<file path="src/rtl/scl_cfg.svh">
/*
 constants for the serial control word loader: word layout, frame length, fifo size.
 assumes inclusion by bare name from rtl files.
*/
`ifndef SCL_CFG_SVH
`define SCL_CFG_SVH
`define SCL_WORD_BITS 16
`define SCL_CTRL_MSB 15
`define SCL_CTRL_LSB 12
`define SCL_ADDR_MSB 11
`define SCL_ADDR_LSB 8
`define SCL_DATA_MSB 7
`define SCL_DATA_LSB 0
`define SCL_CNT_BITS 5
`define SCL_LAST_BIT 5'h0F
`define SCL_CNT_ZERO 5'h00
`define SCL_CNT_ONE 5'h01
`define SCL_FIFO_DEPTH 16
`define SCL_SCLK_MAX_MHZ 40
`define SCL_SYS_MHZ 100
`endif

</file>
<file path="src/rtl/scl_pkg.sv">
/*
 types of the serial control word loader.
 assumes scl_cfg.svh is reachable on the include path.
*/
`include "scl_cfg.svh"
package scl_pkg;
   // decoded word: control nibble, register address, data byte
   typedef struct packed {
      logic [`SCL_CTRL_MSB-`SCL_CTRL_LSB:0] ctrl;
      logic [`SCL_ADDR_MSB-`SCL_ADDR_LSB:0] addr;
      logic [`SCL_DATA_MSB-`SCL_DATA_LSB:0] data;
   } scl_word_type;
   // raw link pins
   typedef struct packed {
      logic shift_clk;
      logic frame_select_n;
      logic serial_data_in;
   } scl_pins_type;
   typedef enum logic [1:0] {
      SCL_IDLE,
      SCL_SHIFT,
      SCL_DROP
   } scl_state_type;
endpackage

</file>
<file path="src/rtl/scl_fifo.sv">
/*
 synchronous fifo with valid/ready on both sides.
 assumes a single clock; DEPTH is a power of two.
*/
`timescale 1ns/1ns
module scl_fifo #(
   parameter int WIDTH = 16,
   parameter int DEPTH = 16
) (
   // clock and reset
   input wire logic sys_clk,
   input wire logic rst,
   // fill side
   input wire logic in_valid,
   output logic in_ready,
   input wire logic [WIDTH-1:0] in_data,
   // drain side
   output logic out_valid,
   input wire logic out_ready,
   output logic [WIDTH-1:0] out_data
);
   localparam int AW = $clog2(DEPTH);
   logic [WIDTH-1:0] mem_r [DEPTH];
   logic [AW:0] wp_r;
   logic [AW:0] wp_nxt;
   logic [AW:0] rp_r;
   logic [AW:0] rp_nxt;
   logic full;
   logic empty;
   logic push;
   logic pop;
   always_comb begin
      full = (wp_r[AW] != rp_r[AW]) && (wp_r[AW-1:0] == rp_r[AW-1:0]);
      empty = (wp_r == rp_r);
      push = in_valid && !full;
      pop = out_ready && !empty;
      wp_nxt = push ? wp_r + (AW+1)'(1) : wp_r;
      rp_nxt = pop ? rp_r + (AW+1)'(1) : rp_r;
   end
   always_ff @(posedge sys_clk or posedge rst) begin
      if (rst) begin
         wp_r <= '0;
         rp_r <= '0;
      end else begin
         wp_r <= wp_nxt;
         rp_r <= rp_nxt;
      end
   end
   // storage carries no reset so it can map to ram
   always_ff @(posedge sys_clk) begin
      if (push) begin
         mem_r[wp_r[AW-1:0]] <= in_data;
      end
   end
   assign in_ready = !full;
   assign out_valid = !empty;
   assign out_data = mem_r[rp_r[AW-1:0]];
endmodule // scl_fifo

</file>
<file path="src/rtl/scl_loader.sv">
/*
 serial control word loader: three-wire write-only receiver, 16-bit words,
 msb first, sampled on falling shift-clock edges, words queued in a fifo.
 assumes sys_clk at 100 MHz; the shift clock is oversampled, so each of its
 levels must last two sys_clk periods, which caps the link well below 40 MHz.
 a registered queue head adds one word of room beyond the fifo depth.
*/
`timescale 1ns/1ns
`include "scl_cfg.svh"
module scl_loader
   import scl_pkg::*;
#(
   parameter int FIFO_DEPTH = `SCL_FIFO_DEPTH
) (
   // clock and reset
   input wire logic sys_clk,
   input wire logic rst,
   // link pins
   input wire scl_pkg::scl_pins_type pins,
   // immediate word strobe
   output scl_pkg::scl_word_type word_out,
   output logic word_strobe,
   // queued words
   output scl_pkg::scl_word_type q_data,
   output logic q_valid,
   input wire logic q_ready,
   // status
   output logic overflow,
   output logic frame_busy
);
   import scl_pkg::*;
   // ****************************************
   // pin conditioning
   // ****************************************
   logic [2:0] lvl;
   logic sclk_prev_r;
   logic sclk_prev_nxt;
   logic fall;
   logic fs_n;
   logic sdi;
   scl_sync #(
      .WIDTH(3)
   ) u_sync (
      .sys_clk(sys_clk),
      .rst(rst),
      .pin_in({pins.shift_clk, pins.frame_select_n, pins.serial_data_in}),
      .level_out(lvl)
   );
   always_comb begin
      sclk_prev_nxt = lvl[2];
      fs_n = lvl[1];
      sdi = lvl[0];
      fall = sclk_prev_r && !lvl[2];
   end
   // ****************************************
   // frame and shift state
   // ****************************************
   scl_state_type st_r;
   scl_state_type st_nxt;
   logic [`SCL_CNT_BITS-1:0] cnt_r;
   logic [`SCL_CNT_BITS-1:0] cnt_nxt;
   logic [`SCL_WORD_BITS-1:0] sh_r;
   logic [`SCL_WORD_BITS-1:0] sh_nxt;
   logic done;
   always_comb begin
      st_nxt = st_r;
      cnt_nxt = cnt_r;
      sh_nxt = sh_r;
      done = 1'b0;
      case (st_r)
         SCL_IDLE: begin
            cnt_nxt = `SCL_CNT_ZERO;
            if (!fs_n) begin
               st_nxt = SCL_SHIFT;
               if (fall) begin
                  sh_nxt = {sh_r[`SCL_WORD_BITS-2:0], sdi};
                  cnt_nxt = `SCL_CNT_ONE;
               end
            end
         end
         SCL_SHIFT: begin
            if (fs_n) begin
               st_nxt = SCL_IDLE;
               cnt_nxt = `SCL_CNT_ZERO;
            end else if (fall) begin
               sh_nxt = {sh_r[`SCL_WORD_BITS-2:0], sdi};
               if (cnt_r == `SCL_LAST_BIT) begin
                  done = 1'b1;
                  st_nxt = SCL_DROP;
               end else begin
                  cnt_nxt = cnt_r + `SCL_CNT_ONE;
               end
            end
         end
         SCL_DROP: begin
            // extra edges ignored until frame ends
            cnt_nxt = `SCL_CNT_ZERO;
            if (fs_n) begin
               st_nxt = SCL_IDLE;
            end
         end
         default: begin
            st_nxt = SCL_IDLE;
            cnt_nxt = `SCL_CNT_ZERO;
         end
      endcase
   end
   always_ff @(posedge sys_clk or posedge rst) begin
      if (rst) begin
         st_r <= SCL_IDLE;
         cnt_r <= `SCL_CNT_ZERO;
         sh_r <= '0;
         sclk_prev_r <= 1'b1;
      end else begin
         st_r <= st_nxt;
         cnt_r <= cnt_nxt;
         sh_r <= sh_nxt;
         sclk_prev_r <= sclk_prev_nxt;
      end
   end
   // ****************************************
   // word delivery
   // ****************************************
   scl_word_type word_r;
   scl_word_type word_nxt;
   logic strobe_r;
   logic strobe_nxt;
   logic ovf_r;
   logic ovf_nxt;
   logic busy_r;
   logic busy_nxt;
   logic push_ready;
   scl_word_type fifo_in;
   scl_word_type fifo_out;
   logic fifo_valid;
   logic [`SCL_WORD_BITS-1:0] fifo_out_raw;
   scl_word_type head_r;
   scl_word_type head_nxt;
   logic head_valid_r;
   logic head_valid_nxt;
   logic head_load;
   always_comb begin
      fifo_in = scl_word_type'({sh_r[`SCL_WORD_BITS-2:0], sdi});
      word_nxt = word_r;
      strobe_nxt = done;
      // a full queue cannot stall a serial host, so the word is lost and flagged
      ovf_nxt = ovf_r | (done & !push_ready);
      busy_nxt = (st_nxt == SCL_SHIFT);
      if (done) begin
         word_nxt = fifo_in;
      end
   end
   always_ff @(posedge sys_clk or posedge rst) begin
      if (rst) begin
         word_r <= '0;
         strobe_r <= 1'b0;
         ovf_r <= 1'b0;
         busy_r <= 1'b0;
      end else begin
         word_r <= word_nxt;
         strobe_r <= strobe_nxt;
         ovf_r <= ovf_nxt;
         busy_r <= busy_nxt;
      end
   end
   scl_fifo #(
      .WIDTH(`SCL_WORD_BITS),
      .DEPTH(FIFO_DEPTH)
   ) u_fifo (
      .sys_clk(sys_clk),
      .rst(rst),
      .in_valid(done),
      .in_ready(push_ready),
      .in_data(fifo_in),
      .out_valid(fifo_valid),
      .out_ready(head_load),
      .out_data(fifo_out_raw)
   );
   assign fifo_out = scl_word_type'(fifo_out_raw);
   // ****************************************
   // registered queue head
   // ****************************************
   // the head register keeps q_data and q_valid on flops instead of the ram read;
   // it refills whenever it is empty or being drained, so no bubble is added
   always_comb begin
      head_load = fifo_valid && (!head_valid_r || q_ready);
      head_nxt = head_r;
      head_valid_nxt = head_valid_r && !q_ready;
      if (head_load) begin
         head_nxt = fifo_out;
         head_valid_nxt = 1'b1;
      end
   end
   always_ff @(posedge sys_clk or posedge rst) begin
      if (rst) begin
         head_r <= '0;
         head_valid_r <= 1'b0;
      end else begin
         head_r <= head_nxt;
         head_valid_r <= head_valid_nxt;
      end
   end
   assign word_out = word_r;
   assign word_strobe = strobe_r;
   assign overflow = ovf_r;
   assign frame_busy = busy_r;
   assign q_valid = head_valid_r;
   assign q_data = head_r;
endmodule // scl_loader

</file>
<file path="src/rtl/scl_sync.sv">
/*
 three-stage synchroniser for the link pins with a second/third agreement filter.
 assumes pins are asynchronous to sys_clk.
*/
`timescale 1ns/1ns
module scl_sync #(
   parameter int WIDTH = 3
) (
   // clock and reset
   input wire logic sys_clk,
   input wire logic rst,
   // pins in, filtered level out
   input wire logic [WIDTH-1:0] pin_in,
   output logic [WIDTH-1:0] level_out
);
   logic [WIDTH-1:0] s1_r;
   logic [WIDTH-1:0] s2_r;
   logic [WIDTH-1:0] s3_r;
   logic [WIDTH-1:0] lvl_r;
   logic [WIDTH-1:0] lvl_nxt;
   // ****************************************
   // agreement filter, one generate per pin
   // ****************************************
   genvar g;
   generate
      for (g = 0; g < WIDTH; g++) begin : g_bit
         always_comb begin
            lvl_nxt[g] = (s2_r[g] == s3_r[g]) ? s3_r[g] : lvl_r[g];
         end
      end
   endgenerate
   // pins idle high: frame inactive, clock resting high
   always_ff @(posedge sys_clk or posedge rst) begin
      if (rst) begin
         s1_r <= {WIDTH{1'b1}};
         s2_r <= {WIDTH{1'b1}};
         s3_r <= {WIDTH{1'b1}};
         lvl_r <= {WIDTH{1'b1}};
      end else begin
         s1_r <= pin_in;
         s2_r <= s1_r;
         s3_r <= s2_r;
         lvl_r <= lvl_nxt;
      end
   end
   assign level_out = lvl_r;
endmodule // scl_sync

</file>
<file path="config.mk">
export PLATFORM = sky130hd
export DESIGN_NAME = scl_loader
export DESIGN_NICKNAME = d
export VERILOG_FILES = /design/src/rtl/scl_pkg.sv /design/src/rtl/scl_fifo.sv /design/src/rtl/scl_loader.sv /design/src/rtl/scl_sync.sv
export VERILOG_INCLUDE_DIRS = /design/src /design/src/rtl
export SDC_FILE = /design/constraint.sdc
export NUM_CORES = 1
export LEC_CHECK = 0
export BUFFER_PORTS_ARGS = -buffer_cell sky130_fd_sc_hd__buf_2
export CORE_AREA = 2 2 151 301
export DETAILED_ROUTE_END_ITERATION = 16
export DIE_AREA = 0 0 153 303
export PLACE_DENSITY_LB_ADDON = 0.08
export SYNTH_ARGS = -nofsm -noshare
export SYNTH_HDL_FRONTEND = slang
export SYNTH_SLANG_ARGS = --single-unit
</file>
<file path="constraint.sdc">
create_clock -name sys_clk -period 5.75 [get_ports sys_clk]
set_input_delay 0 -clock sys_clk [delete_from_list [all_inputs] [get_ports sys_clk]]
set_output_delay 0 -clock sys_clk [all_outputs]
set_load 0.1 [all_outputs]
</file>
==> results of run 1 <==
-- power groups by stage --
stage	Sequential [W]	Clock (W)	Combinational, W
floorplan	0.00346	0	0.00105
global placement	0.00328	0	0.00190
detailed placement	0.00330	0	0.00190
CTS	0.00324	0.00215	0.00192
global route	0.00327	0.00224	0.00197
finish	0.00323	0.00209	0.00187
-- critical path: stages, from the launching register on --
cell	delay [ns]
dfstp_2	0.54
nor4b_4	0.85
nand3_1	0.25
a21oi_1	0.84
and3_1	0.89
-- state kept, by name, indices dropped and copies added, names as in the netlist --
signal	count
u_sync.s1_r	3
q_data	16
u_fifo.rp_r	5
u_fifo.mem_r	256
st_r	2
u_sync.s2_r	3
q_valid	1
word_strobe	1
u_fifo.wp_r	5
u_sync.s3_r	3
u_sync.level_out	3
sclk_prev_r	1
sh_r	15
overflow	1
frame_busy	1
word_out	16
cnt_r	5
-- metal layers --
layer	vias to the layer above	GRT usage (%)	wire length, um
li1	2871	-	-
met1	3383	17.16	13650
met2	105	27.44	18180
met3	42	1.528	843
met4	0	6.063	1309
met5	-	0	0
-- final timing paths --
check	from	endpoint	slack (ns)	cells after the start
max	sclk_prev_r	u_fifo.mem_r[6][12]	1.99	4
min	rst	q_data[2]	0.01	3
max reg2reg	sclk_prev_r	u_fifo.mem_r[6][12]	1.99	4
min reg2reg	u_sync.s1_r[2]	u_sync.s2_r[2]	0.36	0
max in group asynchronous	rst	u_fifo.rp_r[2]	4.57	4
min in group sys_clk	pins[0]	u_sync.s1_r[0]	0.08	2
-- what timing repair did --
| item | in CTS | in global routing |
|---|---|---|
| hold buffers | 5 | 0 |
| buffers inserted | 0 | 0 |
| endpoints found under the hold margin | 30 | 0 |
-- cell usage in the layout, fill, tap and decap left out, types with 10 or more instances in the layout --
| master | n |
|---|---|
| a22oi_1 | 16 |
| mux2i_1 | 65 |
| a221oi_1 | 16 |
| mux4_2 | 32 |
| nand2_1 | 55 |
| a22o_1 | 16 |
| buf_2 | 41 |
| buf_4 | 10 |
| xor2_1 | 14 |
| and3_1 | 13 |
| dfrtp_1 | 66 |
| edfxtp_1 | 256 |
| clkbuf_16 | 31 |
| dfstp_2 | 13 |
| mux2_2 | 49 |
-- kinds of logic after synthesis --
logic type	Yosys count	share of synthesized area (%)
xor+xnor	17	1.137
compound gates	59	3.745
flops	337	74.31
simple gates	97	3.688
mux	146	14.69
fa+ha+maj	10	0.8981
buf+inv	44	1.538
-- stage by stage --
| step | setup slack, ns | util (%) | total power, W | instance area, um2 | hold WS [ns] |
|---|---|---|---|---|---|
| after floorplan | 2.771 | - | 0.004519 | 13100 | 0.004478 |
| after global placement | 2.033 | 31.60 | 0.005185 | 13920 | 0.07096 |
| after detailed placement | 1.915 | 31.60 | 0.005200 | 13920 | 0.07317 |
| after CTS | 1.906 | 34.01 | 0.007312 | 14980 | 0.009741 |
| after global routing | 1.668 | 34.01 | 0.007477 | 14980 | 0.03520 |
| final | 1.992 | 34.01 | 0.007191 | 14980 | 0.01190 |
-- cell type report --
| class | instances | area [um2] |
|---|---|---|
| sequential | 337 | 9736 |
| clock buffer | 38 | 822.0 |
| fill | 4175 | 29070 |
| timing repair buffer | 56 | 330.3 |
| multi-input combinational | 329 | 3176 |
| tap | 555 | 694.4 |
| clock inverter | 18 | 190.2 |
| inverter | 8 | 32.53 |
==> results.ini, run 1 <==
[clock_tree]
clk_path_buf_depth = 3
clkSlewWorstSetupHoldPaths_ns = 0.07
cts_tree = done
htreeDepth = 1
cts_sinks = 337
numCtsBuffers = 30
post_cts_resized = 0
clockRootBuffer = clkbuf_16
clock_latency_ns = 0.57

[power_and_ir_drop]
ir_drop_uv = 221.0
pwr-share-seq_pct = 44.9
comb_power_share_pct = 26.0
p_sw_share_pct = 34.40
p_clk_share_pct = 29.1
p_sw_w = 0.002473
p_per_area_nw_per_um2 = 480.0
p_leak_nw = 5.471
internal-power_w = 0.004717

[detailed_routing]
antenna_left = 0
wirelength_mm = 33.99
dr.pass1.iters = 4
drtIter0Drc = 407
via_count = 6401
drc_errors = 0
drt-wirelength-per-cell_um = 25.34
via_per_inst = 4.773

[placed_design]
port_buffers = 41
place_congestion = 0.7717
dp_hpwl_mm = 21.85
dp.cells = 1280

[global_route]
grt_start_max_net_pins = 62
grt_pass1_wl_mm = 49.11
grt_pass1_vias = 6940
antenna_found_initial = 0
grt_overflow = 0
grt_usage_pct = 14.70

[layout]
area_growth_pct = 14.40
final_cells = 1341
final_nets = 775
drive_gt1_share_pct = 25.45
diodes = 0

[synth]
ys_warn_count = 0
netlist_area_um2 = 13100
netlist.area_leader.share_pct = 58.70
synth_edf_count = 256
synth_flop_cell = edfxtp_1
ys_ff_latch = 337
avgSynthCellArea_um2 = 18.44
yosysSeqAreaShare_pct = 74.31
synth_top_cells_by_area = edfxtp_1 59%, dfrtp_1 13%, mux4_2 5.5%
synthCells = 710
synthArstFlopShare_pct = 24.04
synthMostInstantiatedCell = edfxtp_1
synth.distinct_cells = 41
synth_common_cells = 256 x edfxtp_1, 68 x dfrtp_1, 65 x mux2i_1, 55 x nand2_1, 49 x mux2_2
syn_nets = 723
synth_top_area_cell = edfxtp_1

[critical_path]
cp_max_fo = 17
arrival_ns = 3.95
worstSetupPathType = reg2reg
critPathLaunchType = register
endpoint_kind = register
worstPathRequired_ns = 5.94

[timing]
setup-violations-final = 0
rsz0062_at_grt = false
relSlewSlack_pct = 15.88
fin_setup_tns_ns = 0
fin_crit_sh_pct = 65.36
worst_clock_skew_ns = 0.008728
tightest_slew_ns = 1.259
min_period_ns = 3.758
fmax_ghz = 0.2661
finalHoldViolations = 0
slew_violations = 0

[die]
die_h_um = 303
core_area_um2 = 44050
core.rowCount = 109
ios = 42
die_w_um = 153
initial_utilization_pct = 29.73
dieArea_um2 = 46360

[hold_path]
hp-class = in2async

[run]
max_cap_viol_count = 0

[status]
status = finished, final reports clean

(Power assumes the default switching activity.)
==> inputs of run 2 (changes only) <==
==> constraint.sdc (replaced) <==
create_clock -name sys_clk -period 3.8 [get_ports sys_clk]
set_input_delay 0 -clock sys_clk [delete_from_list [all_inputs] [get_ports sys_clk]]
set_output_delay 0 -clock sys_clk [all_outputs]
set_load 0.1 [all_outputs]
==> results.ini, run 2 (synthesis gave the netlist of run 1 again) <==
[power_and_ir_drop]
p_per_area_nw_per_um2 = 707.9  ; +47%
p_leak_nw = 5.618  ; +2.7%
totalPowerFinal_w = 0.01076  ; +50%
ir_drop_uv = 375.0  ; +70%

[detailed_routing]
drt-wirelength-per-cell_um = 25.85  ; +2.0%
drc_errors = 0  ; unchanged
via_count = 6596  ; +3.0%
drtIter0Drc = 470  ; +15%
wirelength_mm = 35.44  ; +4.3%
via_per_inst = 4.811  ; +0.79%
antenna_left = 0  ; unchanged
dr.pass1.iters = 4  ; unchanged

[layout]
largest_register_ffs = 256  ; unchanged
final_nets = 805  ; +3.9%
final_common_cell = edfxtp_1
regArea_um2 = 9736  ; unchanged
diodes = 0  ; unchanged
area_growth_pct = 16.12
multiInputGateArea_um2 = 3176  ; unchanged
nFillCells = 4154  ; -0.50%
final_cells = 1371  ; +2.2%
final_cell_mix = 256 x edfxtp_1, 66 x dfrtp_1, 65 x mux2i_1
drive_gt1_share_pct = 27.57  ; +2.1 points
final_area_um2 = 15210  ; +1.5%

[die]
die_h_um = 303  ; unchanged
ios = 42  ; unchanged
core.rowCount = 109  ; unchanged
initial_utilization_pct = 29.73  ; unchanged
dieArea_um2 = 46360  ; unchanged
core_area_um2 = 44050  ; unchanged
die_w_um = 153  ; unchanged

[placed_design]
place_congestion = 0.7276  ; -5.7%
placed_area_um2 = 14150  ; +1.7%
dp.cells = 1306  ; +2.0%
place_ws_ns = 1.004  ; -0.9108 ns
dp_hpwl_mm = 21.91  ; +0.27%
port_buffers = 41  ; unchanged

[global_route]
grt_start_max_net_pins = 62  ; unchanged
grt_pass1_vias = 7087  ; +2.1%
grt_pass1_wl_mm = 50.83  ; +3.5%
antenna_found_initial = 0  ; unchanged
grt_overflow = 0  ; unchanged
grt_usage_pct = 15.41  ; +0.71 points

[hold_path]
hp-class = in2reg

[critical_path]
critPathLaunchType = register
endpoint_kind = register
worstSetupPathType = reg2reg
cp_max_fo = 27  ; +10
arrival_ns = 3.14  ; -0.81 ns
worstPathRequired_ns = 4.20  ; -1.74 ns

[timing]
fmax_ghz = 0.3653  ; +37%
fin_crit_sh_pct = 72.04  ; +6.7 points
relSlewSlack_pct = 34.87  ; +19 points
setup-violations-final = 0  ; unchanged
tightest_slew_ns = 0.9769  ; -0.2823 ns
setup_slack_ns = 1.062  ; -0.9296 ns
slew_violations = 0  ; unchanged
rsz0062_at_grt = false
min_period_ns = 2.738  ; -1.020 ns
fin_setup_tns_ns = 0  ; unchanged
worst_clock_skew_ns = 0.01657  ; +0.007844 ns
finalHoldViolations = 0  ; unchanged

[clock_tree]
cts_tree = done
clockRootBuffer = clkbuf_16
htreeDepth = 2  ; +1
clock_latency_ns = 0.52  ; -0.05 ns
cts_sinks = 337  ; unchanged
numCtsBuffers = 34  ; +13%
clk_path_buf_depth = 3  ; unchanged
post_cts_resized = 0  ; unchanged
clkSlewWorstSetupHoldPaths_ns = 0.06  ; about the same

[status]
status = finished, final reports clean

[run]
max_cap_viol_count = 0  ; unchanged

run 2: cell count changes in the layout (fill, tap and decap cells not counted), sizes merged:
cell | before | now
inv | 8 | 9
clkbuf | 38 | 47
buf | 51 | 77
clkinvlp | 2 | 0
bufinv | 4 | 0
run 2: critical path: stages, from the launching register on:
cell and delay (ns):
dfrtp_2 0.64, buf_4 0.54, mux4_2 0.60, mux2_2 0.30, a22o_1 0.24, mux2_2 0.26
run 2: through the flow:
stage | utilization, % | hold slack (ns)
final | 34.52 | 0.1184
after global routing | 34.52 | 0.1133
after CTS | 34.52 | 0.09311
after detailed placement | 32.12 | 0.1062
after global placement | 32.12 | 0.1051
after floorplan | - | 0.004478
run 2: final cells by class:
class                   count  share of cell area, %
flip-flops and latches    337                  64.03
multi-input cells         329                  20.88
clock buffers              47                  6.147
well taps                 555                  4.567
repair buffers             82                  3.703
clock inverters            13                 0.4608
inverters                   8                 0.2139
run 2: repair_timing:
| item | in CTS | in global routing |
|---|---|---|
| endpoints found under the setup margin | 0 | 0 |
| buffers inserted | 0 | 0 |
| hold endpoints to repair | 59 | 0 |
| hold buffers | 5 | 0 |
run 2: report_power, final:
part | leakage, nW | switching (W) | internal [W] | total, W
clock network | 0.495 | 0.00139 | 0.00173 | 0.00312
logic | 1.78 | 0.00187 | 0.00103 | 0.00289
registers | 3.34 | 0.000408 | 0.00434 | 0.00475
total | 5.62 | 0.00366 | 0.00710 | 0.0108
run 2: layer usage:
metal | track usage [%] | up-vias | wire length, um
li1 | - | 2930 | -
met1 | 17.52 | 3473 | 13410
met2 | 29.79 | 147 | 19810
met3 | 1.785 | 46 | 1246
met4 | 5.093 | 0 | 978
met5 | 0 | - | 0
run 2: worst paths after layout:
check | depth (start not counted) | endpoint | slack [ns] | startpoint
worst max-delay path | 5 | q_data[4] | 1.06 | u_fifo.rp_r[1]
worst min-delay path | 2 | u_sync.s1_r[2] | 0.12 | pins[2]
worst max register to register | 5 | q_data[4] | 1.06 | u_fifo.rp_r[1]
worst min register to register | 0 | u_sync.s2_r[0] | 0.35 | u_sync.s1_r[0]
max in group asynchronous | 4 | u_sync.s1_r[2] | 2.65 | rst
min in group asynchronous | 3 | q_data[1] | 0.23 | rst
==> inputs of run 3 (changes only) <==
==> constraint.sdc (replaced) <==
create_clock -name sys_clk -period 2.6 [get_ports sys_clk]
set_input_delay 0 -clock sys_clk [delete_from_list [all_inputs] [get_ports sys_clk]]
set_output_delay 0 -clock sys_clk [all_outputs]
set_load 0.1 [all_outputs]
==> results.ini, run 3 (synthesis gave the netlist of run 1 again) <==
[status]
status = finished, final reports clean

[timing]
relSlewSlack_pct = 46.71  ; +12 points
rsz0062_at_grt = false
fin_setup_tns_ns = 0  ; unchanged
min_period_ns = 2.339  ; -0.3983 ns
slew_violations = 0  ; unchanged
holdWs_ns = 0.04900  ; -0.06937 ns
fmax_ghz = 0.4275  ; +17%
worst_clock_skew_ns = 0.01772  ; +0.001152 ns
finalHoldViolations = 0  ; unchanged
setup-violations-final = 0  ; unchanged
tightest_slew_ns = 0.7993  ; -0.1775 ns
fin_crit_sh_pct = 89.98  ; +18 points

[clock_tree]
htreeDepth = 2  ; unchanged
clk_path_buf_depth = 3  ; unchanged
clockRootBuffer = clkbuf_16
numCtsBuffers = 34  ; unchanged
clock_latency_ns = 0.53  ; about the same
cts_sinks = 337  ; unchanged
post_cts_resized = 0  ; unchanged
clkSlewWorstSetupHoldPaths_ns = 0.06  ; about the same
cts_tree = done

[die]
die_w_um = 153  ; unchanged
ios = 42  ; unchanged
core_area_um2 = 44050  ; unchanged
die_h_um = 303  ; unchanged
dieArea_um2 = 46360  ; unchanged
core.rowCount = 109  ; unchanged
initial_utilization_pct = 29.73  ; unchanged

[critical_path]
arrival_ns = 2.56  ; -0.58 ns
worstPathCellList = ha_1 -> and3_1 -> ha_1 -> nand3_1 -> a21oi_1 -> buf_4 -> and3_1 -> buf_12
reg2reg_depth = 8  ; +3
endpoint_kind = register
worstPathRequired_ns = 2.82  ; -1.38 ns
cpMaxStageDelayCell = dfrtp_1
reg2reg_slack_ns = 0.26  ; -0.80 ns
worstSetupPathType = reg2reg
cp_max_fo = 16  ; -41%
cp_top_family = simple AND/OR/NAND/NOR gates
r2r-end = u_fifo.mem_r[4][14]
timing.rr.start = cnt_r[0]
cp.depth = 8  ; +3
slowest_delay_ns = 0.40  ; -0.24 ns
cp_num_buf_inv = 2  ; +1
critPathLaunchType = register

[layout]
largest_register_ffs = 256  ; unchanged
regArea_um2 = 9736  ; unchanged
area_growth_pct = 19.94
final_nets = 822  ; +2.1%
final_cell_mix = 256 x edfxtp_1, 66 x dfrtp_1, 65 x mux2i_1
multiInputGateArea_um2 = 3176  ; unchanged
final_cells = 1390  ; +1.4%
drive_gt1_share_pct = 29.70  ; +2.1 points
final_common_cell = edfxtp_1
nFillCells = 4147  ; -0.17%
diodes = 0  ; unchanged

[placed_design]
port_buffers = 41  ; unchanged
dp_hpwl_mm = 23.90  ; +9.1%
place_congestion = 0.7604  ; +4.5%
dp.cells = 1323  ; +1.3%

[detailed_routing]
wirelength_mm = 36.39  ; +2.7%
dr.pass1.iters = 4  ; unchanged
drc_errors = 0  ; unchanged
antenna_left = 0  ; unchanged
via_per_inst = 4.758  ; -1.1%
drtIter0Drc = 373  ; -21%
via_count = 6614  ; +0.27%
drt-wirelength-per-cell_um = 26.18  ; +1.3%

[global_route]
grt_pass1_vias = 7459  ; +5.2%
grt_overflow = 0  ; unchanged
grt_pass1_wl_mm = 52.87  ; +4.0%
antenna_found_initial = 0  ; unchanged
grt_start_max_net_pins = 36  ; -42%
grt_usage_pct = 15.97  ; +0.55 points

[power_and_ir_drop]
p_leak_nw = 5.837  ; +3.9%
p_per_area_nw_per_um2 = 1064  ; +50%
ir_drop_uv = 465.5  ; +24%

[run]
max_cap_viol_count = 0  ; unchanged

[hold_path]
hp-class = in2async

==> run 3: layout make-up <==
class                      count  share of cell area, %
inverter                       8                 0.2071
sequential                   337                  61.99
clock inverter                17                  1.203
multi-input combinational    329                  20.22
tap                          555                  4.421
clock buffer                  45                  6.214
timing repair buffer          99                  5.752
==> run 3: report_power, final <==
part / internal, W / switching, W
clock: 0.00305 / 0.00207
combinational: 0.00175 / 0.00281
sequential: 0.00635 / 0.000671
==> run 3: tightest hold or removal path, stage by stage <==
cell and delay, ns:
dlygate4sd3_1 0.53, buf_2 0.13, inv_4 0.33
==> run 3: how the worst max path moves through the flow <==
stage | start | to
floorplan | u_sync.level_out[1] | u_fifo.mem_r[0][0]
global placement | u_fifo.rp_r[2] | q_data[14]
detailed placement | cnt_r[0] | u_fifo.mem_r[4][0]
finish | cnt_r[0] | u_fifo.mem_r[4][14]
global route | cnt_r[0] | u_fifo.mem_r[4][12]
CTS | cnt_r[0] | u_fifo.mem_r[4][7]
==> run 3: repair_timing <==
action                                  CTS  global route
buffers inserted                          0             0
hold buffers                              5             0
endpoints found under the hold margin    61             0
endpoints found under the setup margin    0             0
==> run 3: stage by stage <==
stage	instance area [um2]	power, W	util (%)	setup slack [ns]
finish	15710	0.01671	35.65	0.2606
global route	15710	0.01742	35.65	0.1167
CTS	15710	0.01707	35.65	0.2290
detailed placement	14490	0.01187	32.90	0.2456
global placement	14490	0.01180	32.90	0.2926
floorplan	13100	0.009996	-	0.07796
==> run 3: routing by layer <==
| layer | GRT usage, % | share of wire [%] |
|---|---|---|
| met5 | 0 | 0 |
| met4 | 5.467 | 3.0 |
| met3 | 2.071 | 2.9 |
| met2 | 32.53 | 58 |
| met1 | 16.45 | 36 |
